## config.mk

```make
export PLATFORM = sky130hd
export DESIGN_NAME = ssr_sync_route
export DESIGN_NICKNAME = d
export VERILOG_FILES = /design/src/core/ssr_pkg.sv /design/src/core/ssr_sync_route.sv
export SDC_FILE = /design/constraint.sdc
export NUM_CORES = 1
export LEC_CHECK = 0
export ABC_AREA = 1
export BUFFER_PORTS_ARGS = -buffer_cell sky130_fd_sc_hd__buf_2
export CORE_ASPECT_RATIO = 1.2
export CORE_MARGIN = 2
export CORE_UTILIZATION = 55
export DETAILED_ROUTE_END_ITERATION = 8
export GPL_ROUTABILITY_DRIVEN = 0
export MAX_ROUTING_LAYER = met4
export PLACE_DENSITY = 0.73
export SETUP_SLACK_MARGIN = 0.15
export SYNTH_ARGS = -nofsm -noshare
export SYNTH_HDL_FRONTEND = slang
export SYNTH_SLANG_ARGS = --single-unit
```

## constraint.sdc

```tcl
create_clock -name ref_clk_i -period 1.65 [get_ports ref_clk_i]
set_input_delay 0.33 -clock ref_clk_i [delete_from_list [all_inputs] [get_ports ref_clk_i]]
set_output_delay 0.33 -clock ref_clk_i [all_outputs]
set_load 0.02 [all_outputs]
```

## src/core/ssr_pkg.sv

```systemverilog
package ssr_pkg;
    // timing: separator tick derived from the reference clock
    localparam int REF_CLK_HZ = 125_000_000;
    localparam int SEP_CLK_HZ = 5_000_000;
    localparam int SEP_DIV = REF_CLK_HZ / SEP_CLK_HZ;
    localparam logic [4:0] SEP_DIV_LAST = 5'(SEP_DIV - 1);
    localparam logic [4:0] DIV_RST = 5'h00;
    // separator counter limits and reset value
    localparam logic [7:0] CNT_RST = 8'h00;
    localparam logic [7:0] CNT_MAX = 8'hFF;
    // serial register offsets and field positions
    localparam logic [7:0] REG_SYNC_CTL = 8'h0E;
    localparam logic [7:0] REG_COAST_CTL = 8'h0F;
    localparam logic [7:0] REG_THRESH = 8'h11;
    localparam int BIT_GREEN_SEL = 3;
    localparam int BIT_VSEP_SEL = 0;
    localparam int BIT_CV_SEL = 5;
    localparam logic [7:0] REG_RST = 8'h00;
    // serial slave address upper six bits, lowest bit from the strap
    localparam logic [5:0] SLAVE_ADDR_HI = 6'h26;
    localparam logic [3:0] BIT_CNT_RST = 4'h0;
    localparam logic [3:0] BIT_CNT_BYTE = 4'h8;

    typedef enum logic [1:0] {
        SEP_SEEK = 2'b00,
        SEP_HELD = 2'b01
    } ssr_sep_state_t;

    typedef enum logic [2:0] {
        SER_IDLE = 3'b000,
        SER_ADDR = 3'b001,
        SER_ADDR_ACK = 3'b011,
        SER_PTR = 3'b010,
        SER_PTR_ACK = 3'b110,
        SER_READ = 3'b111,
        SER_MACK = 3'b101
    } ssr_ser_state_t;

    typedef struct packed {
        logic coast;
        logic vsync;
        logic green;
        logic hsync;
        logic sda;
        logic scl;
        logic sa0;
    } ssr_pins_t;

    typedef struct packed {
        logic hsync;
        logic coast_vsync;
        logic vsync;
    } ssr_sync_out_t;
endpackage

```

## src/core/ssr_sync_route.sv

```systemverilog
`timescale 1ns/1ps
module ssr_sync_route
    import ssr_pkg::*;
(
    input wire logic ref_clk_i,
    input wire logic sys_rst_i,
    input wire logic clk_en_i,
    input wire logic hsync_i,
    input wire logic green_embedded_sync_i,
    input wire logic vsync_i,
    input wire logic coast_i,
    input wire logic scl_i,
    input wire logic sda_i,
    input wire logic sa0_i,
    input wire logic sync_pol_i,
    input wire logic green_sync_sel_i,
    input wire logic vsync_sep_sel_i,
    input wire logic coast_vsync_sel_i,
    input wire logic [7:0] sep_thresh_i,
    output ssr_sync_out_t sync_o,
    output logic sda_o,
    output logic sda_oe_o
);
    ssr_pins_t pin_raw, pin_meta_r, pin_s_r;
    logic scl_d_r, sda_d_r;
    logic [4:0] div_r;
    logic tick_r;
    logic [7:0] cnt_r;
    ssr_sep_state_t sep_st_r;
    ssr_sync_out_t sync_r;
    ssr_ser_state_t ser_st_r;
    logic [3:0] bit_cnt_r;
    logic [7:0] shift_r, tx_r, ptr_r, rd_byte;
    logic rw_r, sda_oe_r;
    logic hs_mux, vs_mux, sync_act, sep_tick;
    logic scl_rise, scl_fall, ser_start, ser_stop;

    assign pin_raw = {coast_i, vsync_i, green_embedded_sync_i, hsync_i, sda_i, scl_i, sa0_i};

    // two-stage synchronisers; all pins idle high so no false start at release
    for (genvar g = 0; g < $bits(ssr_pins_t); g++) begin : g_sync
        always_ff @(posedge ref_clk_i) begin
            if (sys_rst_i) begin
                pin_meta_r[g] <= 1'b1;
                pin_s_r[g] <= 1'b1;
            end else if (clk_en_i) begin
                pin_meta_r[g] <= pin_raw[g];
                pin_s_r[g] <= pin_meta_r[g];
            end
        end
    end

    // muxes 1 and 2 have separate control bits (green_sync_sel_i, vsync_sep_sel_i), separator input normalised to active high
    assign hs_mux = green_sync_sel_i ? pin_s_r.green : pin_s_r.hsync;
    assign sync_act = hs_mux ~^ sync_pol_i;
    assign vs_mux = vsync_sep_sel_i ? (sep_st_r == SEP_HELD) : pin_s_r.vsync;
    assign sep_tick = clk_en_i & tick_r;

    // registered sync outputs
    always_ff @(posedge ref_clk_i) begin
        if (sys_rst_i) begin
            sync_r <= '0;
        end else if (clk_en_i) begin
            sync_r.hsync <= hs_mux;
            sync_r.vsync <= vs_mux;
            sync_r.coast_vsync <= coast_vsync_sel_i ? vs_mux : pin_s_r.coast;
        end
    end
    assign sync_o = sync_r;

    // 5 MHz tick as a one-cycle enable; avoids a second clock domain
    always_ff @(posedge ref_clk_i) begin
        if (sys_rst_i) begin
            div_r <= DIV_RST;
            tick_r <= 1'b0;
        end else if (clk_en_i) begin
            if (div_r == SEP_DIV_LAST) begin
                div_r <= DIV_RST;
                tick_r <= 1'b1;
            end else begin
                div_r <= div_r + 5'h01;
                tick_r <= 1'b0;
            end
        end
    end

    // separator integrator; a threshold of zero detects on the next tick
    always_ff @(posedge ref_clk_i) begin
        if (sys_rst_i) begin
            cnt_r <= CNT_RST;
            sep_st_r <= SEP_SEEK;
        end else if (sep_tick) begin
            case (sep_st_r)
                SEP_SEEK: begin
                    if (cnt_r >= sep_thresh_i) begin
                        sep_st_r <= SEP_HELD;
                        cnt_r <= CNT_RST;
                    end else if (sync_act) begin
                        cnt_r <= (cnt_r == CNT_MAX) ? cnt_r : cnt_r + 8'h01;
                    end else begin
                        cnt_r <= (cnt_r == CNT_RST) ? cnt_r : cnt_r - 8'h01;
                    end
                end
                SEP_HELD: begin
                    if (cnt_r >= sep_thresh_i) begin
                        sep_st_r <= SEP_SEEK;
                        cnt_r <= CNT_RST;
                    end else if (!sync_act) begin
                        cnt_r <= (cnt_r == CNT_MAX) ? cnt_r : cnt_r + 8'h01;
                    end else begin
                        // active sync between serration pulses pulls the count back rather than clearing it
                        cnt_r <= (cnt_r == CNT_RST) ? cnt_r : cnt_r - 8'h01;
                    end
                end
                default: begin
                    sep_st_r <= SEP_SEEK;
                    cnt_r <= CNT_RST;
                end
            endcase
        end
    end

    // serial line edges, taken from the synchronised copies only
    always_ff @(posedge ref_clk_i) begin
        if (sys_rst_i) begin
            scl_d_r <= 1'b1;
            sda_d_r <= 1'b1;
        end else if (clk_en_i) begin
            scl_d_r <= pin_s_r.scl;
            sda_d_r <= pin_s_r.sda;
        end
    end
    assign scl_rise = clk_en_i & pin_s_r.scl & ~scl_d_r;
    assign scl_fall = clk_en_i & ~pin_s_r.scl & scl_d_r;
    assign ser_start = clk_en_i & scl_d_r & pin_s_r.scl & sda_d_r & ~pin_s_r.sda;
    assign ser_stop = clk_en_i & scl_d_r & pin_s_r.scl & ~sda_d_r & pin_s_r.sda;

    // read-back view of the configuration ports
    always_comb begin
        rd_byte = REG_RST;
        if (ptr_r == REG_SYNC_CTL) begin
            rd_byte[BIT_GREEN_SEL] = green_sync_sel_i;
            rd_byte[BIT_VSEP_SEL] = vsync_sep_sel_i;
        end else if (ptr_r == REG_COAST_CTL) begin
            rd_byte[BIT_CV_SEL] = coast_vsync_sel_i;
        end else if (ptr_r == REG_THRESH) begin
            rd_byte = sep_thresh_i;
        end
    end

    // serial slave: pointer write then auto-incrementing reads; data writes are not acked
    always_ff @(posedge ref_clk_i) begin
        if (sys_rst_i) begin
            ser_st_r <= SER_IDLE;
            bit_cnt_r <= BIT_CNT_RST;
            shift_r <= REG_RST;
            tx_r <= REG_RST;
            ptr_r <= REG_RST;
            rw_r <= 1'b0;
            sda_oe_r <= 1'b0;
        end else if (ser_start) begin
            ser_st_r <= SER_ADDR;
            bit_cnt_r <= BIT_CNT_RST;
            sda_oe_r <= 1'b0;
        end else if (ser_stop) begin
            ser_st_r <= SER_IDLE;
            sda_oe_r <= 1'b0;
        end else if (scl_rise) begin
            shift_r <= {shift_r[6:0], pin_s_r.sda};
            bit_cnt_r <= bit_cnt_r + 4'h1;
            if (ser_st_r == SER_MACK && pin_s_r.sda) begin
                ser_st_r <= SER_IDLE; // host nack ends the read
            end
        end else if (scl_fall) begin
            case (ser_st_r)
                SER_ADDR: begin
                    if (bit_cnt_r == BIT_CNT_BYTE) begin
                        if (shift_r[7:1] == {SLAVE_ADDR_HI, pin_s_r.sa0}) begin
                            sda_oe_r <= 1'b1;
                            rw_r <= shift_r[0];
                            ser_st_r <= SER_ADDR_ACK;
                        end else begin
                            ser_st_r <= SER_IDLE;
                        end
                    end
                end
                SER_ADDR_ACK: begin
                    bit_cnt_r <= BIT_CNT_RST;
                    if (rw_r) begin
                        tx_r <= rd_byte;
                        sda_oe_r <= ~rd_byte[7];
                        ser_st_r <= SER_READ;
                    end else begin
                        sda_oe_r <= 1'b0;
                        ser_st_r <= SER_PTR;
                    end
                end
                SER_PTR: begin
                    if (bit_cnt_r == BIT_CNT_BYTE) begin
                        ptr_r <= shift_r;
                        sda_oe_r <= 1'b1;
                        ser_st_r <= SER_PTR_ACK;
                    end
                end
                SER_PTR_ACK: begin
                    sda_oe_r <= 1'b0;
                    ser_st_r <= SER_IDLE;
                end
                SER_READ: begin
                    if (bit_cnt_r == BIT_CNT_BYTE) begin
                        sda_oe_r <= 1'b0;
                        ptr_r <= ptr_r + 8'h01;
                        ser_st_r <= SER_MACK;
                    end else begin
                        tx_r <= {tx_r[6:0], 1'b0};
                        sda_oe_r <= ~tx_r[6];
                    end
                end
                SER_MACK: begin
                    bit_cnt_r <= BIT_CNT_RST;
                    tx_r <= rd_byte;
                    sda_oe_r <= ~rd_byte[7];
                    ser_st_r <= SER_READ;
                end
                default: begin
                    sda_oe_r <= 1'b0;
                end
            endcase
        end
    end
    assign sda_o = 1'b0;
    assign sda_oe_o = sda_oe_r;

    a_hsync_route: assert property (@(posedge ref_clk_i) disable iff (sys_rst_i)
        clk_en_i |=> sync_o.hsync ==
            ($past(green_sync_sel_i) ? $past(pin_s_r.green) : $past(pin_s_r.hsync)))
        else $error("hsync route wrong");
    a_coast_route: assert property (@(posedge ref_clk_i) disable iff (sys_rst_i)
        (clk_en_i && !coast_vsync_sel_i) |=> sync_o.coast_vsync == $past(pin_s_r.coast))
        else $error("coast route wrong");
    a_vsync_route: assert property (@(posedge ref_clk_i) disable iff (sys_rst_i)
        (clk_en_i && vsync_sep_sel_i) |=> sync_o.vsync == ($past(sep_st_r) == SEP_HELD))
        else $error("vsync route wrong");
    a_tick_spacing: assert property (@(posedge ref_clk_i) disable iff (sys_rst_i || !clk_en_i)
        tick_r |=> !tick_r [*8])
        else $error("separator tick too fast");
    a_seek_count: assert property (@(posedge ref_clk_i) disable iff (sys_rst_i)
        (sep_tick && sep_st_r == SEP_SEEK && sync_act && cnt_r < sep_thresh_i && cnt_r != CNT_MAX)
        |=> cnt_r == $past(cnt_r) + 8'h01)
        else $error("search count did not rise");
    a_detect_clear: assert property (@(posedge ref_clk_i) disable iff (sys_rst_i)
        (sep_tick && sep_st_r == SEP_SEEK && cnt_r >= sep_thresh_i)
        |=> sep_st_r == SEP_HELD && cnt_r == CNT_RST)
        else $error("detection missed");
    a_release_clear: assert property (@(posedge ref_clk_i) disable iff (sys_rst_i)
        (sep_tick && sep_st_r == SEP_HELD && cnt_r >= sep_thresh_i)
        |=> sep_st_r == SEP_SEEK && cnt_r == CNT_RST)
        else $error("release missed");
    a_count_floor: assert property (@(posedge ref_clk_i) disable iff (sys_rst_i)
        (sep_tick && sep_st_r == SEP_SEEK && !sync_act && cnt_r == CNT_RST && sep_thresh_i != CNT_RST)
        |=> cnt_r == CNT_RST)
        else $error("count went below zero");
    a_reset_state: assert property (@(posedge ref_clk_i)
        sys_rst_i |=> cnt_r == CNT_RST && sep_st_r == SEP_SEEK && !sda_oe_o)
        else $error("reset state wrong");
    a_ptr_advance: assert property (@(posedge ref_clk_i) disable iff (sys_rst_i)
        (scl_fall && ser_st_r == SER_READ && bit_cnt_r == BIT_CNT_BYTE)
        |=> ptr_r == $past(ptr_r) + 8'h01 && ser_st_r == SER_MACK)
        else $error("pointer did not advance");

    c_vsync_found: cover property (@(posedge ref_clk_i) disable iff (sys_rst_i)
        sep_st_r == SEP_SEEK ##1 sep_st_r == SEP_HELD);
    c_vsync_gone: cover property (@(posedge ref_clk_i) disable iff (sys_rst_i)
        sep_st_r == SEP_HELD ##1 sep_st_r == SEP_SEEK);
    c_second_byte: cover property (@(posedge ref_clk_i) disable iff (sys_rst_i)
        ser_st_r == SER_MACK ##1 ser_st_r == SER_READ);
endmodule
```

==> results.cfg, run 1 <==
[route]
drc = 0
antenna_left = 0
drt_iter0_markers = 257
vias = 4340
viasPerCell = 5.564
avgRoutedWirePerCell_um = 14.12
wl_um = 11020
first_pass_iters = 7

[finish]
fill_cells = 570
fin_cells = 780
finalNetCount = 724
drive_gt1_frac = 0.2971
antennaDiodeCount = 0
syn2layout_area_growth_pct = 31.05

[die]
start_util = 0.5593
die-area_mm2 = 0.007969
rows = 34
die_h_um = 97.39
io_pins = 27
die_w_um = 81.83
fp.coreArea_mm2 = 0.007147

[worst_setup_path]
path_max_fanout = 8
worstPathRequired_ns = 1.89
reg2reg_depth = 14
crit_arrival_ns = 1.87
critPathLaunchType = flop
crit_type = flop to flop
cp-end-kind = flop

[clock_tree]
clockBufferDepth = 2
cts_sinks = 66
cts_tree = done
cts_root_buf = clkbuf_8
clkTransAtPathRegs_ns = 0.08
insertion_delay_ns = 0.35
numCtsBuffers = 9
hold_buffers = 0
cts_max_level = 3

[sta]
finalClockSkew_ns = 0.01292
worst_slack_ns = 0.02149
finalHoldViolCount = 0
setup_violations = 0
period_needed_ns = 1.629
rsz0062_at_grt = yes
fin_crit_sh = 0.9870
fmax_ghz = 0.6141
final-max-slew-violation-count = 0

[global_route]
grt_start_max_net_pins = 28
grt_pass1_vias = 4054
antenna_found_initial = 0
grt.total_usage = 0.2839
grt_first_pass_wirelength_um = 17580
overflow = 0

[pwr]
p_leak_nw = 2.437
vdd.ir_drop.worst_v = 0.0009809
fin_total_pwr_mw = 3.982
powerDensity_mw_per_mm2 = 760.1

[synthesis]
yosysWarnings = 0
syn_area_mm2 = 0.003998
avgSynthCellArea_um2 = 6.500
yosysSeqAreaShare = 0.3305
yosysTopAreaCellShare = 0.3305
synthesis.nets = 654
synth_edf_count = 0
synth.area.top_cells = dfxtp_1 (33%), nand2_1 (12%), nand3_1 (11%)
synthArstFlopShare = 0
yosysUniqueCellTypes = 43
ys_seq_elements = 66
synth_cells = 615
synth_flop_cell = dfxtp_1
synth_top_area_cell = dfxtp_1

[run]
cap_violations = 0

[worst_hold_path]
hold_depth = 3
hp-class = primary input to flop

[placed_design]
dp.cells = 754
hpwl_um = 7330
pre_cts_ws_ns = -0.1089
port_buffers = 25

[run_status]
run_status = complete, no violations
==> logic make-up (layout without fill, tap and decap cells) <==
kind of cell | after synthesis | after routing | share of synthesized area
adder cells (fa/ha/maj) | 17 | 17 | 0.05321
other | 1 | 1 | 0.0009381
XOR/XNOR | 6 | 6 | 0.01315
AO/OA/AOI/OAI | 128 | 128 | 0.1746
AND/OR/NAND/NOR | 294 | 294 | 0.3249
buffers and inverters | 103 | 178 | 0.1027
flip-flops | 66 | 66 | 0.3305
==> registers in the layout, summed over array words and instances (netlist names), 3 cells and up <==
name,flops
ptr_r,8
sync_o,3
cnt_r,8
shift_r,8
pin_meta_r,7
div_r,5
bit_cnt_r,4
pin_s_r,7
tx_r,7
ser_st_r,3
==> where the power goes <==
| group | internal, mW | switching, mW | total (mW) | leakage, nW |
|---|---|---|---|---|
| registers | 1.65 | 0.0513 | 1.70 | 0.545 |
| logic | 0.274 | 0.437 | 0.711 | 1.78 |
| clock network | 0.935 | 0.634 | 1.57 | 0.117 |
==> layout make-up <==
cell class | count | area, um^2 | area share
Clock buffer | 12 | 155.1 | 0.02962
Clock inverter | 4 | 73.82 | 0.01409
Inverter | 83 | 325.3 | 0.06210
Multi-Input combinational cell | 446 | 2633 | 0.5025
Sequential cell | 66 | 1348 | 0.2572
Tap cell | 90 | 112.6 | 0.02150
Timing Repair Buffer | 79 | 591.8 | 0.1130
==> path summary, 6_finish.rpt <==
check | slack, ns | start | to
max | 0.02 | cnt_r[0] | cnt_r[4]
min | 0.19 | hsync_i | pin_meta_r[3]
max reg2reg | 0.02 | cnt_r[0] | cnt_r[4]
min reg2reg | 0.46 | div_r[4] | div_r[4]
==> per-stage QoR <==
step           hold WS (ns)  setup TNS (ns)  instance area (um^2)    util
2_1_floorplan        0.4272               0                  4018       -
3_3_place_gp         0.4390         -0.4343                  4514  0.6317
3_5_place_dp         0.4476         -0.7659                  4514  0.6317
4_1_cts              0.1848               0                  4954  0.6931
5_1_grt              0.2063         -0.2871                  5239  0.7330
6_report             0.1932               0                  5239  0.7330
==> synth_stat cells, types with 2 or more instances <==
cell	instances
a211oi_1	2
nor2_1	48
nand4_1	5
a21oi_2	3
dfxtp_1	66
o211ai_1	3
inv_2	8
buf_4	2
inv_1	73
xnor2_1	2
buf_2	5
a21oi_1	55
nor3_1	6
nand3_1	86
clkbuf_1	11
nand2_1	132
ha_1	17
nand2_2	6
nor2_2	4
o21ai_1	13
o21ai_0	42
a31oi_1	2
xor2_1	4
==> metal layers <==
metal  share of wire  global-route usage
met5               0                   -
met4           0.028              0.1141
met3           0.043             0.04647
met2            0.50              0.4715
met1            0.43              0.3355
==> worst max-delay path, stage by stage, from the launching register on <==
cell,delay [ns]
dfxtp_4,0.39
inv_6,0.05
ha_4,0.25
nand2_2,0.05
nor2_2,0.07
nor2_1,0.04
nand2_1,0.06
nand2_2,0.07
nand2_4,0.10
nor2_4,0.05
buf_12,0.14
nand3_2,0.06
nand3_2,0.07
nand2_2,0.08
inv_2,0.04
==> what timing repair did <==
| action | 4_1_cts | 5_1_grt |
|---|---|---|
| setup endpoints to repair | 23 | 29 |
| pin swaps | 19 | 32 |
| setup buffers | 4 | 6 |
| resized for setup | 35 | 68 |
==> placed cells by master (no fill, tap or decap), types with 4 or more instances in the layout <==
cell and instances:
o21ai_0 39, a21oi_1 53, inv_1 65, buf_4 47, o21ai_1 16, dfxtp_4 4, nor2_1 37, inv_2 13
nor2_2 8, dfxtp_2 9, nand3_2 25, ha_4 6, clkbuf_8 11, nand4_1 5, nor2_4 8, ha_1 11
nand3_1 60, buf_12 4, dfxtp_1 53, nand2_1 119, buf_2 25, nand2_2 16, a21oi_2 5
(Power assumes the default switching activity.)
==> run 2, diff against run 1 <==
==> constraint.sdc (replaced) <==
create_clock -name ref_clk_i -period 1.65 [get_ports ref_clk_i]
set_input_delay 0.165 -clock ref_clk_i [delete_from_list [all_inputs] [get_ports ref_clk_i]]
set_output_delay 0.165 -clock ref_clk_i [all_outputs]
set_load 0.02 [all_outputs]
==> results.cfg, run 2 (synthesis results as in run 1) <==
[run_status]
run_status = finished, violations left
violations = negative setup slack

[die]
die_h_um = 97.39
fp.coreArea_mm2 = 0.007147
io_pins = 27
start_util = 0.5593
rows = 34
die_w_um = 81.83
die-area_mm2 = 0.007969

[global_route]
overflow = 0
grt_pass1_vias = 4064
antenna_found_initial = 0
grt_first_pass_wirelength_um = 17910
grt_start_max_net_pins = 24
grt.total_usage = 0.2906

[finish]
mostFrequentLayoutCell = nand2_1
drive_gt1_frac = 0.2662
layout.core_utilization = 0.7122
largest_registers = cnt_r x8, ptr_r x8, shift_r x8
finalNetCount = 714
fill_cells = 598
antennaDiodeCount = 0
stdcell_area_mm2 = 0.005090
layout_common_cells = nand2_1 (124), inv_1 (69), nand3_1 (64)
syn2layout_area_growth_pct = 27.32

[clock_tree]
hold_buffers = 0
cts_tree = done
clockBufferDepth = 2
cts_root_buf = clkbuf_8
insertion_delay_ns = 0.35
numCtsBuffers = 9
cts_sinks = 66
clkTransAtPathRegs_ns = 0.08
cts_max_level = 3

[route]
viasPerCell = 5.574
avgRoutedWirePerCell_um = 14.42
wl_um = 11100
drc = 0
antenna_left = 0
drt_iter0_markers = 312
vias = 4292
first_pass_iters = 5

[sta]
finalClockSkew_ns = 0.006931
fmax_ghz = 0.5985
worst_slack_ns = -0.02096
setup_violations = 1
fin_crit_sh = 1.013
finalHoldViolCount = 0
period_needed_ns = 1.671
rsz0062_at_grt = yes
final-max-slew-violation-count = 0

[worst_hold_path]
hp-class = primary input to flop

[worst_setup_path]
crit_arrival_ns = 1.97
critPathLaunchType = flop
worstPathRequired_ns = 1.95
crit_type = flop to flop
cp-end-kind = flop
path_max_fanout = 8

[pwr]
fin_total_pwr_mw = 4.103
p_leak_nw = 2.376
powerDensity_mw_per_mm2 = 806.1
vdd.ir_drop.worst_v = 0.0005477

[placed_design]
postPlaceCellArea_mm2 = 0.004414
port_buffers = 25
hpwl_um = 7389

[run]
cap_violations = 0
-- run 2: repair_timing --
action,in CTS,in global routing
gates resized for setup,42,43
buffers inserted,6,4
pin swaps,10,9
endpoints found under the setup margin,17,28
-- run 2: critical path, stage by stage (launching register included) --
cell and delay, ns:
dfxtp_2 0.35, inv_2 0.06, ha_4 0.21, nand2_2 0.07
nor2_2 0.04, nor2_1 0.10, nand2_1 0.06, nand2_1 0.07
nand2_2 0.09, nor2_4 0.14, buf_12 0.14, nand3_2 0.08
nand3_2 0.08, nand2_1 0.08, inv_1 0.05
-- run 2: routing by layer --
| layer | track usage | share of wire | up-vias |
|---|---|---|---|
| met5 | - | 0 | - |
| met4 | 0.1577 | 0.038 | 0 |
| met3 | 0.05855 | 0.058 | 42 |
| met2 | 0.4522 | 0.50 | 173 |
| met1 | 0.3467 | 0.41 | 1939 |
| li1 | - | - | 2138 |
-- run 2: power by group --
part / total [mW] / internal, mW / switching, mW / leakage [nW]
registers: 1.70 / 1.65 / 0.0498 / 0.545
clock network: 1.70 / 1.02 / 0.686 / 0.124
logic: 0.700 / 0.261 / 0.439 / 1.71
total: 4.10 / 2.93 / 1.17 / 2.38
-- run 2: stage by stage --
stage                     instances   TNS, ns  setup slack, ns  hold slack [ns]
after floorplan                 615         0           0.1569           0.2913
after global placement          744         0          0.01092           0.3820
after detailed placement        744   -0.2421         -0.04320           0.3852
after CTS                       766         0          0.07328          0.01774
after global routing            770   -0.4663         -0.09557          0.04353
final                           770  -0.02096         -0.02096          0.02576
-- run 2: area by class of cell --
cell class / count / area, um^2 / share of cell area
clock buffer: 9 / 123.9 / 0.02434
clock inverter: 7 / 125.1 / 0.02458
inverter: 83 / 321.6 / 0.06318
multi-input combinational: 446 / 2572 / 0.5054
sequential: 66 / 1350 / 0.2652
tap: 90 / 112.6 / 0.02212
timing repair buffer: 69 / 484.2 / 0.09513
-- run 2: final timing paths --
check	startpoint	to	slack (ns)	depth (start not counted)
setup reg to reg	cnt_r[0]	cnt_r[0]	-0.02	14
hold reg to reg	pin_meta_r[2]	pin_meta_r[2]	0.46	2
hold / removal	sda_i	pin_meta_r[2]	0.03	3
setup / recovery	cnt_r[0]	cnt_r[0]	-0.02	14
